### src/shared/scan_pkg.sv
/*
  shared constants and carrier types for the front-end scan sequencer.
  assumes a 40 MHz system clock; all times are converted to cycles here.
*/
package scan_pkg;
  localparam int CLK_PERIOD_PS = 25000;
  // times in their own unit, figures as printed
  localparam int T_PULSE_NS = 30;
  localparam int T_SETUP_NS = 30;
  localparam int T_RS_DLY_NS = 400;
  localparam int T_WIN_DLY_NS = 30;
  localparam int T_WIN_US = 14;
  localparam int T_SS_DLY_NS = 4500;
  localparam int T_NEXT_NS = 30;
  localparam int T_HOLD_NS = 10;
  // least times round up to whole cycles
  localparam int C_PULSE = (T_PULSE_NS * 1000 + CLK_PERIOD_PS - 1) / CLK_PERIOD_PS;
  localparam int C_SETUP = (T_SETUP_NS * 1000 + CLK_PERIOD_PS - 1) / CLK_PERIOD_PS;
  localparam int C_RS_DLY = (T_RS_DLY_NS * 1000 + CLK_PERIOD_PS - 1) / CLK_PERIOD_PS;
  localparam int C_WIN_DLY = (T_WIN_DLY_NS * 1000 + CLK_PERIOD_PS - 1) / CLK_PERIOD_PS;
  localparam int C_WIN = (T_WIN_US * 1000000 + CLK_PERIOD_PS - 1) / CLK_PERIOD_PS;
  localparam int C_SS_DLY = (T_SS_DLY_NS * 1000 + CLK_PERIOD_PS - 1) / CLK_PERIOD_PS;
  localparam int C_NEXT = (T_NEXT_NS * 1000 + CLK_PERIOD_PS - 1) / CLK_PERIOD_PS;
  localparam int C_HOLD = (T_HOLD_NS * 1000 + CLK_PERIOD_PS - 1) / CLK_PERIOD_PS;
  // readout clock edges before the reset sample may follow
  localparam int READ_EDGES = 133;
  // readout clock: 40 MHz / 16 = 2.5 MHz, inside both mode limits
  localparam int RDCLK_DIV = 8;
  localparam int CNT_W = 16;

  typedef enum logic [2:0] {
    ST_IDLE = 3'b000,
    ST_START = 3'b001,
    ST_SETUP = 3'b010,
    ST_READ = 3'b011,
    ST_RSAMP = 3'b100,
    ST_WIN = 3'b101,
    ST_SSAMP = 3'b110
  } scan_state_e;

  typedef struct packed {
    logic scan_start_in;
    logic integrator_reset;
    logic reset_sample_strobe;
    logic integrate_window;
    logic signal_sample_strobe;
    logic readout_clk;
  } afe_pins_s;

  typedef struct packed {
    scan_state_e state;
    logic [CNT_W-1:0] cnt;
    logic [7:0] edges;
    logic busy;
    logic done;
    afe_pins_s pins;
  } seq_s;
endpackage

### src/core/rdclk_div.sv
/*
  divider making one-cycle enable pulses at twice the readout clock rate.
  assumes a single clock; runs only while enabled, restarts on enable low.
*/
`timescale 1ns/10ps
`default_nettype none
module rdclk_div (
  input wire logic clk,
  input wire logic rst,
  input wire logic en,
  output logic tick
);
  import scan_pkg::*;
  typedef struct packed {
    logic [7:0] cnt;
    logic tick;
  } div_s;
  div_s r_r, r_nxt;

  always_comb begin
    r_nxt = r_r;
    r_nxt.tick = 1'b0;
    if (!en) begin
      r_nxt.cnt = 8'h00;
    end else if (r_r.cnt == 8'(RDCLK_DIV - 1)) begin
      r_nxt.cnt = 8'h00;
      r_nxt.tick = 1'b1;
    end else begin
      r_nxt.cnt = r_r.cnt + 8'h01;
    end
  end

  always_ff @(posedge clk or posedge rst) begin
    if (rst) begin
      r_r <= '0;
    end else begin
      r_r <= r_nxt;
    end
  end

  assign tick = r_r.tick;
endmodule
`default_nettype wire

### src/core/scan_seq.sv
/*
  host-side scan sequencer driving the front end's control pins.
  assumes the front end samples these pins directly; one clock, pins driven from the state register.
*/
// Notes on behaviour
// - integrator reset, sample strobes and scan start pulse high at least 30 ns.
// - scan start falls at least 30 ns before the first readout clock rise.
// - integrator reset falls at least 30 ns before the first readout clock rise.
// - reset sample rises no earlier than 400 ns after the 133rd clock rise.
// - integrate window rises at least 30 ns after reset sample rises.
// - integrate window stays high at least 14 us.
// - signal sample rises at least 4.5 us after integrate window falls.
// - integrator reset rises at least 30 ns after signal sample rises.
// - next scan start rises at least 30 ns after signal sample rises.
// - scan start falls at least 10 ns before integrator reset falls.
`timescale 1ns/10ps
`default_nettype none
module scan_seq (
  input wire logic clk,
  input wire logic rst,
  input wire logic scan_req,
  input wire logic [scan_pkg::CNT_W-1:0] win_cycles,
  output scan_pkg::afe_pins_s pins,
  output logic busy,
  output logic scan_done
);
  import scan_pkg::*;

  seq_s s_r, s_nxt;
  logic tick;
  logic [CNT_W-1:0] win_len;

  ////////////////////////////////////////////////////////////////////////
  // readout clock enable
  rdclk_div u_div (
    .clk(clk),
    .rst(rst),
    .en(s_r.state == ST_READ),
    .tick(tick)
  );

  // a short request would break the 14 us minimum, so clamp it
  assign win_len = (win_cycles < CNT_W'(C_WIN)) ? CNT_W'(C_WIN) : win_cycles;

  ////////////////////////////////////////////////////////////////////////
  // sequence
  always_comb begin
    s_nxt = s_r;
    s_nxt.done = 1'b0;
    s_nxt.cnt = s_r.cnt + CNT_W'(1);
    unique case (s_r.state)
      ST_IDLE: begin
        s_nxt.cnt = '0;
        if (scan_req) begin
          s_nxt.state = ST_START;
          s_nxt.busy = 1'b1;
          s_nxt.pins.scan_start_in = 1'b1;
          s_nxt.pins.integrator_reset = 1'b1;
        end
      end
      ST_START: begin
        if (s_r.cnt == CNT_W'(C_PULSE - 1)) begin
          s_nxt.pins.scan_start_in = 1'b0;
          s_nxt.cnt = '0;
          s_nxt.state = ST_SETUP;
        end
      end
      ST_SETUP: begin
        if (s_r.cnt == CNT_W'(C_HOLD - 1)) begin
          s_nxt.pins.integrator_reset = 1'b0;
        end
        if (s_r.cnt == CNT_W'(C_HOLD + C_SETUP - 1)) begin
          s_nxt.cnt = '0;
          s_nxt.edges = '0;
          s_nxt.state = ST_READ;
        end
      end
      ST_READ: begin
        s_nxt.cnt = '0;
        if (tick) begin
          s_nxt.pins.readout_clk = ~s_r.pins.readout_clk;
          if (!s_r.pins.readout_clk) begin
            s_nxt.edges = s_r.edges + 8'h01;
          end else if (s_r.edges == 8'(READ_EDGES)) begin
            s_nxt.state = ST_RSAMP;
          end
        end
      end
      ST_RSAMP: begin
        if (s_r.cnt == CNT_W'(C_RS_DLY - 1)) begin
          s_nxt.pins.reset_sample_strobe = 1'b1;
        end
        if (s_r.cnt == CNT_W'(C_RS_DLY + C_PULSE - 1)) begin
          s_nxt.pins.reset_sample_strobe = 1'b0;
          s_nxt.pins.integrate_window = 1'b1;
          s_nxt.cnt = '0;
          s_nxt.state = ST_WIN;
        end
      end
      ST_WIN: begin
        if (s_r.pins.integrate_window && s_r.cnt == win_len - CNT_W'(1)) begin
          s_nxt.pins.integrate_window = 1'b0;
          s_nxt.cnt = '0;
        end
        if (!s_r.pins.integrate_window && s_r.cnt == CNT_W'(C_SS_DLY - 1)) begin
          s_nxt.pins.signal_sample_strobe = 1'b1;
          s_nxt.cnt = '0;
          s_nxt.state = ST_SSAMP;
        end
      end
      ST_SSAMP: begin
        if (s_r.cnt == CNT_W'(C_PULSE - 1)) begin
          s_nxt.pins.signal_sample_strobe = 1'b0;
        end
        if (s_r.cnt == CNT_W'(C_PULSE + C_NEXT - 1)) begin
          s_nxt.state = ST_IDLE;
          s_nxt.busy = 1'b0;
          s_nxt.done = 1'b1;
          s_nxt.cnt = '0;
        end
      end
      default: begin
        s_nxt = '0;
      end
    endcase
  end

  always_ff @(posedge clk or posedge rst) begin
    if (rst) begin
      s_r <= '0;
    end else begin
      s_r <= s_nxt;
    end
  end

  assign pins = s_r.pins;
  assign busy = s_r.busy;
  assign scan_done = s_r.done;

  ////////////////////////////////////////////////////////////////////////
  // checks
  a_start_width: assert property (@(posedge clk) disable iff (rst)
    $rose(pins.scan_start_in) |=> pins.scan_start_in)
    else $error("scan start pulse too short");
  a_int_reset_width: assert property (@(posedge clk) disable iff (rst)
    $rose(pins.integrator_reset) |=> pins.integrator_reset)
    else $error("integrator reset pulse too short");
  a_ssamp_width: assert property (@(posedge clk) disable iff (rst)
    $rose(pins.signal_sample_strobe) |=> pins.signal_sample_strobe)
    else $error("signal sample pulse too short");
  a_rsamp_width: assert property (@(posedge clk) disable iff (rst)
    $rose(pins.reset_sample_strobe) |=> pins.reset_sample_strobe)
    else $error("reset sample pulse too short");
  a_clk_setup: assert property (@(posedge clk) disable iff (rst)
    $rose(pins.readout_clk) |-> !pins.integrator_reset && $past(!pins.integrator_reset, 2))
    else $error("readout clock too soon after integrator reset");
  a_start_setup: assert property (@(posedge clk) disable iff (rst)
    $rose(pins.readout_clk) |-> !pins.scan_start_in && $past(!pins.scan_start_in, 2))
    else $error("readout clock too soon after scan start");
  a_start_hold: assert property (@(posedge clk) disable iff (rst)
    $fell(pins.integrator_reset) |-> $past(!pins.scan_start_in))
    else $error("scan start not low before integrator reset fell");
  a_rsamp_delay: assert property (@(posedge clk) disable iff (rst)
    $rose(pins.reset_sample_strobe) |-> $past(s_r.state == ST_RSAMP, 15) && !pins.readout_clk)
    else $error("reset sample too soon after readout");
  a_rsamp_count: assert property (@(posedge clk) disable iff (rst)
    $rose(pins.reset_sample_strobe) |-> s_r.edges == 8'(READ_EDGES))
    else $error("reset sample before all readout edges");
  // 16 cycles from the last fall, so well past 400 ns after the last rise
  a_rsamp_exact: assert property (@(posedge clk) disable iff (rst)
    ($fell(pins.readout_clk) && s_r.state == ST_RSAMP) |->
      ##15 !pins.reset_sample_strobe ##1 pins.reset_sample_strobe)
    else $error("reset sample not 16 cycles after readout");
  a_win_after: assert property (@(posedge clk) disable iff (rst)
    $rose(pins.integrate_window) |-> $past(pins.reset_sample_strobe, 2))
    else $error("integrate window too soon after reset sample");
  a_win_follows: assert property (@(posedge clk) disable iff (rst)
    $fell(pins.reset_sample_strobe) |-> pins.integrate_window)
    else $error("integrate window missing after reset sample");
  a_win_min: assert property (@(posedge clk) disable iff (rst)
    $fell(pins.integrate_window) |-> s_r.state == ST_WIN && $past(s_r.cnt) >= CNT_W'(C_WIN - 1))
    else $error("integrate window shorter than minimum");
  a_ssamp_delay: assert property (@(posedge clk) disable iff (rst)
    $fell(pins.integrate_window) |-> !pins.signal_sample_strobe [*8])
    else $error("signal sample too soon after window");
  a_ssamp_exact: assert property (@(posedge clk) disable iff (rst)
    $fell(pins.integrate_window) |->
      ##179 !pins.signal_sample_strobe ##1 pins.signal_sample_strobe)
    else $error("signal sample not 180 cycles after window");
  a_reset_gap: assert property (@(posedge clk) disable iff (rst)
    $rose(pins.signal_sample_strobe) |-> !pins.integrator_reset [*3])
    else $error("integrator reset too soon after signal sample");
  a_start_order: assert property (@(posedge clk) disable iff (rst)
    $rose(pins.scan_start_in) |-> $rose(pins.integrator_reset))
    else $error("scan start without integrator reset");
  a_start_busy: assert property (@(posedge clk) disable iff (rst)
    $rose(pins.scan_start_in) |-> busy)
    else $error("scan started while not busy");
  // readout clock must stand still outside the readout phase
  a_clk_quiet: assert property (@(posedge clk) disable iff (rst)
    s_r.state != ST_READ |-> !pins.readout_clk)
    else $error("readout clock high outside readout");
  a_done_pulse: assert property (@(posedge clk) disable iff (rst)
    scan_done |=> !scan_done)
    else $error("scan done longer than one cycle");
  a_idle_quiet: assert property (@(posedge clk) disable iff (rst)
    !busy |-> pins == '0)
    else $error("control pin active while idle");
  a_next_gap: assert property (@(posedge clk) disable iff (rst)
    $rose(pins.signal_sample_strobe) |-> !pins.scan_start_in [*3])
    else $error("next scan start too soon after signal sample");
endmodule
`default_nettype wire

### config.mk
export PLATFORM = sky130hd
export DESIGN_NAME = scan_seq
export DESIGN_NICKNAME = d
export VERILOG_FILES = /design/src/shared/scan_pkg.sv /design/src/core/rdclk_div.sv /design/src/core/scan_seq.sv
export SDC_FILE = /design/constraint.sdc
export NUM_CORES = 1
export LEC_CHECK = 0
export BUFFER_PORTS_ARGS = -buffer_cell sky130_fd_sc_hd__buf_4
export CORE_ASPECT_RATIO = 0.75
export CORE_MARGIN = 1
export CORE_UTILIZATION = 61
export CTS_BUF_LIST = sky130_fd_sc_hd__clkbuf_8 sky130_fd_sc_hd__clkbuf_16
export CTS_CLUSTER_DIAMETER = 40
export DETAILED_ROUTE_END_ITERATION = 7
export PLACE_DENSITY = 0.78
export REMOVE_ABC_BUFFERS = 1
export SLEW_MARGIN = 30
export SYNTH_ARGS = -nofsm -noshare
export SYNTH_HDL_FRONTEND = slang
export SYNTH_SLANG_ARGS = --single-unit
### constraint.sdc
create_clock -name clk -period 3.11 [get_ports clk]
set_input_delay 0.4665 -clock clk [delete_from_list [all_inputs] [get_ports clk]]
set_output_delay 0.4665 -clock clk [all_outputs]
set_load 0.02 [all_outputs]
# Word-level counts from Yosys, hierarchy flattened

Index checks and enable logic that the tools add are counted.

Register bits after elaboration: 44
Latch bits: 0
Bits in writable memories: 0
Memory bits (read-only): 0
Input port bits: 19
Output and inout port bits: 8
Word-level logic and storage cells: 115
Memories: 0

Add/subtract/negate cells: 4
$mul: 0
Div/mod/pow operators: 0
Magnitude comparators: 1
Equal/unequal tests: 29
Shift operators: 0
Muxes and demuxes: 37
Bitwise operators: 9
Reductions and logical operators: 22

Operator list:

| kind                                                  | count |
|---|---|
| one-hot mux 19 bit (7 select lines)                   | 1 |
| two-way mux 19 bit                                    | 4 |
| equality test 16 x 2 -> 1 bit (second input constant) | 2 |
| two-way mux 16 bit                                    | 2 |
| two-way mux 8 bit                                     | 4 |
| OR reduction 5 bit                                    | 6 |
| two-way mux 27 bit                                    | 1 |
| inequality test 2 bit (second input constant)         | 13 |
| one-hot mux 8 bit (3 select lines)                    | 1 |
| adder 16 x 1 -> 16 bit (second input constant)        | 1 |
| adder 8 x 1 -> 8 bit (second input constant)          | 2 |
| equality test 16 x 1 -> 1 bit (second input constant) | 1 |
| equality test 16 bit                                  | 1 |
| equality test 16 x 4 -> 1 bit (second input constant) | 1 |
| equality test 16 x 5 -> 1 bit (second input constant) | 1 |
| equality test 16 x 8 -> 1 bit (second input constant) | 1 |
| logical NOT 16 bit                                    | 1 |
| < comparator 16 x 10 -> 1 bit (second input constant) | 1 |
| subtractor 16 x 1 -> 16 bit (second input constant)   | 1 |
| one-hot mux 1 bit (3 select lines)                    | 5 |
| AND reduction 3 bit                                   | 5 |
| two-way mux 3 bit                                     | 4 |
| OR reduction 6 bit                                    | 2 |
| two-way mux 1 bit                                     | 10 |
| other kinds (15)                                      | 31 |

# Logic depth before layout (Yosys ltp)

Word-level depth: 8
Depth in mapped cells: 16
Gate-level depth less buffers: 12

# Modules after synthesis

Synthesis repeated with hierarchy kept, for this count alone.

Cells, all modules: 432
Area, all modules: 3463.3 um2

Modules (own cells, without submodules):

| module    | times used | cells an instance | area an instance (um2) | sequential area each (um2) |
|---|---|---|---|---|
| scan_seq  | 1          | 391               | 3047.9                 | 875.8 |
| rdclk_div | 1          | 41                | 415.4                  | 225.2 |

# Least setup slack after synthesis

OpenSTA, ideal clock, no wires.

Path type: in2reg
Start point: input port win_cycles[10] (netlist bit)
End point: register s_r[16] (netlist bit)
Setup time: 0.078 ns
Arrival time: 3.410 ns
Data required time: 3.032 ns
Slack: -0.377 ns
Cell stages on the path: 16
Path buffers: 4
Cells stage by stage: buf_2 nor4_1 buf_2 o211ai_1 nand2_1 ha_1 clkbuf_1 or3b_1 o32ai_1 mux2i_1 a21oi_1 nor4_1 and4_1 a21bo_2 buf_6 a21oi_1

RTL lines:

| what                 | line            | source |
|---|---|---|
| from (decl)          | scan_seq.sv:22  | `input wire logic [scan_pkg::CNT_W-1:0] win_cycles,` |
| to (signal assigned) | scan_seq.sv:132 | `s_r <= s_nxt;` |
| to (decl)            | scan_seq.sv:29  | `seq_s s_r, s_nxt;` |

# Worst setup path after layout

Start point: input port win_cycles[10] (netlist bit)
End point: register s_r (netlist bit pins[2])

Longest elaborated chain between the ends: 7

RTL lines:

| what                                     | line            | source |
|---|---|---|
| < comparator 16 x 10 -> 1 bit            | scan_seq.sv:43  | `assign win_len = (win_cycles < CNT_W'(C_WIN)) ? CNT_W'(C_WIN) : win_cycles;` |
| two-way mux 16 bit *                     | scan_seq.sv:43  |  |
| subtractor 16 x 1 -> 16 bit *            | scan_seq.sv:101 | `if (s_r.pins.integrate_window && s_r.cnt == win_len - CNT_W'(1)) begin` |
| equality test 16 bit *                   | scan_seq.sv:101 |  |
| logical AND 1 bit *                      | scan_seq.sv:101 |  |
| inequality test 2 bit (no source line) * | -               |  |
| AND reduction 3 bit (no source line) *   | -               |  |

Mark *: on every way between the ends. The rest lies on a longest branch, timed or not.
A chain may end at the register's enable or synchronous reset.

==> results list <==
* Run status: finished, violations left
- The final reports fail on negative setup slack.
- Max-slew violation count: 0
- Maximum number of pins on one net before global-route repair: 25
- Clock tree synthesis found a total of 44 sinks.
- Startpoint of the worst setup timing path: win_cycles[10]
- Slew margin rel.: 44.2%
- Routability-driven placement finished with a final weighted congestion of ~0.97.
- Startpoint type of the worst setup path: input pin
- Summed area of non-filler cells in the final layout: 4130 um^2
- Setup violations remaining at the end of the flow were counted as 17.
- Setup repair after global routing could not meet its margin everywhere.
- At the pin with the least slew margin, the transition time is between 0.8 and 0.9 ns.
- Syn Std Cell Area: between 3000 and 4000 um^2
- RR Startpoint: s_r[26]
- Synth cell types: between 60 and 70
* Critical Path AT: 3.41 ns
* Number of buffers between clock root and the deepest sink: 2
- Along the worst path, the maximum fanout reaches 4.
* Layout filler cell count: 403
* Critical path cell sequence: buf_6 > or4b_4 > o211ai_1 > nand2_1 > ha_4 > buf_6 > xnor2_2 > nand4_1 > a21oi_2 > buf_4 > a31oi_4 > nor3_2 > and4_1 > nand4b_1 > a31o_1
- The number of antenna violations at the first check in global routing came to 0.
- Site row count: 23
- Crit path setup slack, layout: -0.108 ns
* Final period demand of the worst path: roughly 3.2 ns
* Number of buffers added to fix hold violations after cts: 0
* Fraction of registers with async set or reset after synthesis: between 90% and 100%
- Summing all placed instances gives a cell area of ~3800 um^2.
- Chip height: ~67 um
- Overall die width: approximately 88 um
- Worst vdd rail ir drop: about 300 uV
- Final routed wire length divided by cell count: 17.2 um
* Number of buffers created by CTS: 5
- Sequential cell area fraction in the yosys report: between 30% and 40%
* Relative contribution of combinational cells to total power: approximately an eighth
- Tightest Hold Check Type: in -> async
- HPWL after detailed placement: between 6000 and 7000 um
- Largest area contributor in the synthesized netlist: sky130_fd_sc_hd__dfrtp_1
- During I/O placement, the number of pins put on the boundary was 27.
- First-pass iteration count of the detailed router: 5
- The detail route stage leaves a number of antenna-violating nets equal to 0.
- Yosys printed 0 warnings.
- Synth Register Bits: 44
* Average vias per placed instance: roughly 6.3
- At the worst endpoint, the required time is 3.30 ns.
- Fraction of final layout cells with drive strength greater than 1: about 23%
- CTS tree: yes
- In the post-synthesis netlist, the biggest area contributors are sky130_fd_sc_hd__dfrtp_1 32%, sky130_fd_sc_hd__nor2_1 4.8%, sky130_fd_sc_hd__nand2_1 4.6%, sky130_fd_sc_hd__xnor2_1 4.4%, sky130_fd_sc_hd__xor2_1 4.4%.
- The first global-routing pass estimated roughly 15,000 um of wire.
* Latest clock arrival within the worst-skew pair: about 0.30 ns
- Non-filler instance count after layout: between 500 and 600
- In this run switching power makes up 24.1% of total power.
- Clock skew after layout: 0.00788 ns
- The clock network burns between 30% and 40% of the power.
- Final hold violations: 0
* Slowest stage cell, crit path: sky130_fd_sc_hd__or4b_4
- Count of buffers from port buffering: 26
- Once the floorplan was initialized, standard cells occupied a little under two thirds of the core.
- Most frequent cell on the critical path: sky130_fd_sc_hd__buf_6
* Overall routing resource usage: around a third
* Count of antenna diodes in the layout: 0
- Worst R2R Path Depth: 8
- Number of vias in the routed layout: around 3,400
- Total overflow reported by the global router: 0
* Root Buffer Master: sky130_fd_sc_hd__clkbuf_8
- The net count of the finished layout is roughly 500.
- Per report_power, the sequential group accounts for between 40 and 50% of the total.
- The commonest cells after synthesis are 44 x sky130_fd_sc_hd__dfrtp_1, 44 x sky130_fd_sc_hd__nor2_1, 42 x sky130_fd_sc_hd__nand2_1.
* Clock slew seen by the registers of the worst setup and hold paths: around 0.09 ns
* Area grow syn2layout: 21.0%
- In this run the static leakage power is 1.72 nW.
* Peak Freq: 311 MHz
* Via count of the first global-routing pass: approximately 3,100
- Counting tap cells, the placed design contains a total of about 530 instances.
- Of the available clock period, the critical path in the final layout requires 103%.
- PD cells: 289 nW/um^2
- Each instance of the synthesized netlist takes up on average approximately 8 um^2.
- The worst setup path is of the in -> reg kind.
- For this block, the routed nets add up to roughly 9400 um of wire.
- The synthesized design devotes to its leading area cell type 32.3% of total area.
* Flip-flop cell with the highest count after synthesis: sky130_fd_sc_hd__dfrtp_1
- Max stage delay on crit path: between 0.5 and 0.6 ns
- The die covers around 6000 um^2.
- After detailed routing, the number of remaining DRC violations is 0.
* Cell Int Power: ~0.00090 W
- In this run the number of H-tree levels came out at 2.
- Number of DRC violations after detailed-routing iteration 0: between 300 and 400
* Number of enable-type register cells in the synthesized netlist: 0
- Synthesis produced a netlist whose cell count is 425.
- Number of max-cap violations: 0
* Critical path endpoint category: register
* Switching power: 0.000288 W
- Area of the core: around 5400 um^2
## sequential cells by signal (all words and copies together), names as in the netlist
register	cells
scan_done	1
busy	1
pins	6
u_div.r_r	8
u_div.tick	1
s_r	27
## area by class of cell
cell class	instances	area [um^2]	area share, %
sequential	44	1100	26.7
clock buffer	6	82.6	2.00
timing repair buffer	68	534	12.9
multi-input combinational	339	2230	54.0
tap	75	93.8	2.27
clock inverter	2	38.8	0.940
inverter	13	48.8	1.18
## per-stage QoR
stage | hold WS (ns) | utilization (%) | worst slack, ns | power (W) | TNS (ns)
3_5_place_dp | 0.446 | 71.5 | -0.400 | 0.000716 | -6.55
4_1_cts | 0.241 | 75.3 | 0.00416 | 0.00118 | 0
2_1_floorplan | 0.425 | - | -0.817 | 0.000643 | -13.59
5_1_grt | 0.271 | 77.1 | -0.230 | 0.00123 | -3.21
3_3_place_gp | 0.441 | 71.5 | -0.224 | 0.000714 | -3.68
6_report | 0.227 | 77.1 | -0.108 | 0.00119 | -0.860
## final timing paths
kind	end	slack, ns
max reg2reg	s_r[32]	0.24
min	s_r[22]	0.23
min reg2reg	u_div.r_r[1]	0.46
max in group asynchronous	s_r[10]	2.16
min in group clk	u_div.r_r[1]	0.46
max	pins[2]	-0.11
## power groups by stage
stage / clock, W / combinational, W / sequential [W]
after global placement: 0 / 0.000131 / 0.000583
final: 0.000467 / 0.000153 / 0.000572
after global routing: 0.000492 / 0.000166 / 0.000572
after CTS: 0.000469 / 0.000138 / 0.000571
after floorplan: 0 / 0.0000599 / 0.000583
after detailed placement: 0 / 0.000133 / 0.000583
## worst max-delay path, delay by kind of cell
family | cells | cell delay, ns
xor+xnor | 1 | 0.16
compound gates | 4 | 0.77
buf+inv | 3 | 0.38
simple gates | 6 | 1.41
fa+ha+maj | 1 | 0.21
## cell usage in the layout (no fill, tap or decap), types with 8 or more instances in the layout
cell type,Yosys,routed
sky130_fd_sc_hd__nor3_1,14,12
sky130_fd_sc_hd__o21ai_0,29,28
sky130_fd_sc_hd__inv_1,13,12
sky130_fd_sc_hd__buf_4,6,64
sky130_fd_sc_hd__xnor2_1,17,16
sky130_fd_sc_hd__o211ai_1,8,8
sky130_fd_sc_hd__xor2_1,17,16
sky130_fd_sc_hd__nor2_1,44,44
sky130_fd_sc_hd__a21oi_1,26,23
sky130_fd_sc_hd__nand4_1,8,8
sky130_fd_sc_hd__dfrtp_1,44,44
sky130_fd_sc_hd__nand3_1,16,16
sky130_fd_sc_hd__and3_1,10,10
sky130_fd_sc_hd__nand2_1,42,42
## repair_timing
item,CTS,global route
setup buffers,6,2
gates resized for setup,7,17
pin swaps,1,16
setup endpoints to repair,17,18
## per-layer routing
metal	GRT usage (%)	share of wire (%)	vias up
li1	-	-	1634
met1	51.8	47	1630
met2	48.6	43	151
met3	5.58	7.6	25
met4	9.27	1.7	0
met5	0	0	-
## logic make-up after synthesis
logic type | Yosys count | share of synthesized area [%]
buffers and inverters | 42 | 5.61
xor gates and xnor gates | 34 | 8.73
muxes | 4 | 1.21
and+or+nand+nor | 180 | 27.1
adders and majority gates | 8 | 2.93
AOI/OAI and AO/OA | 113 | 22.2
DFF | 44 | 32.3
(Power assumes the default switching activity.)
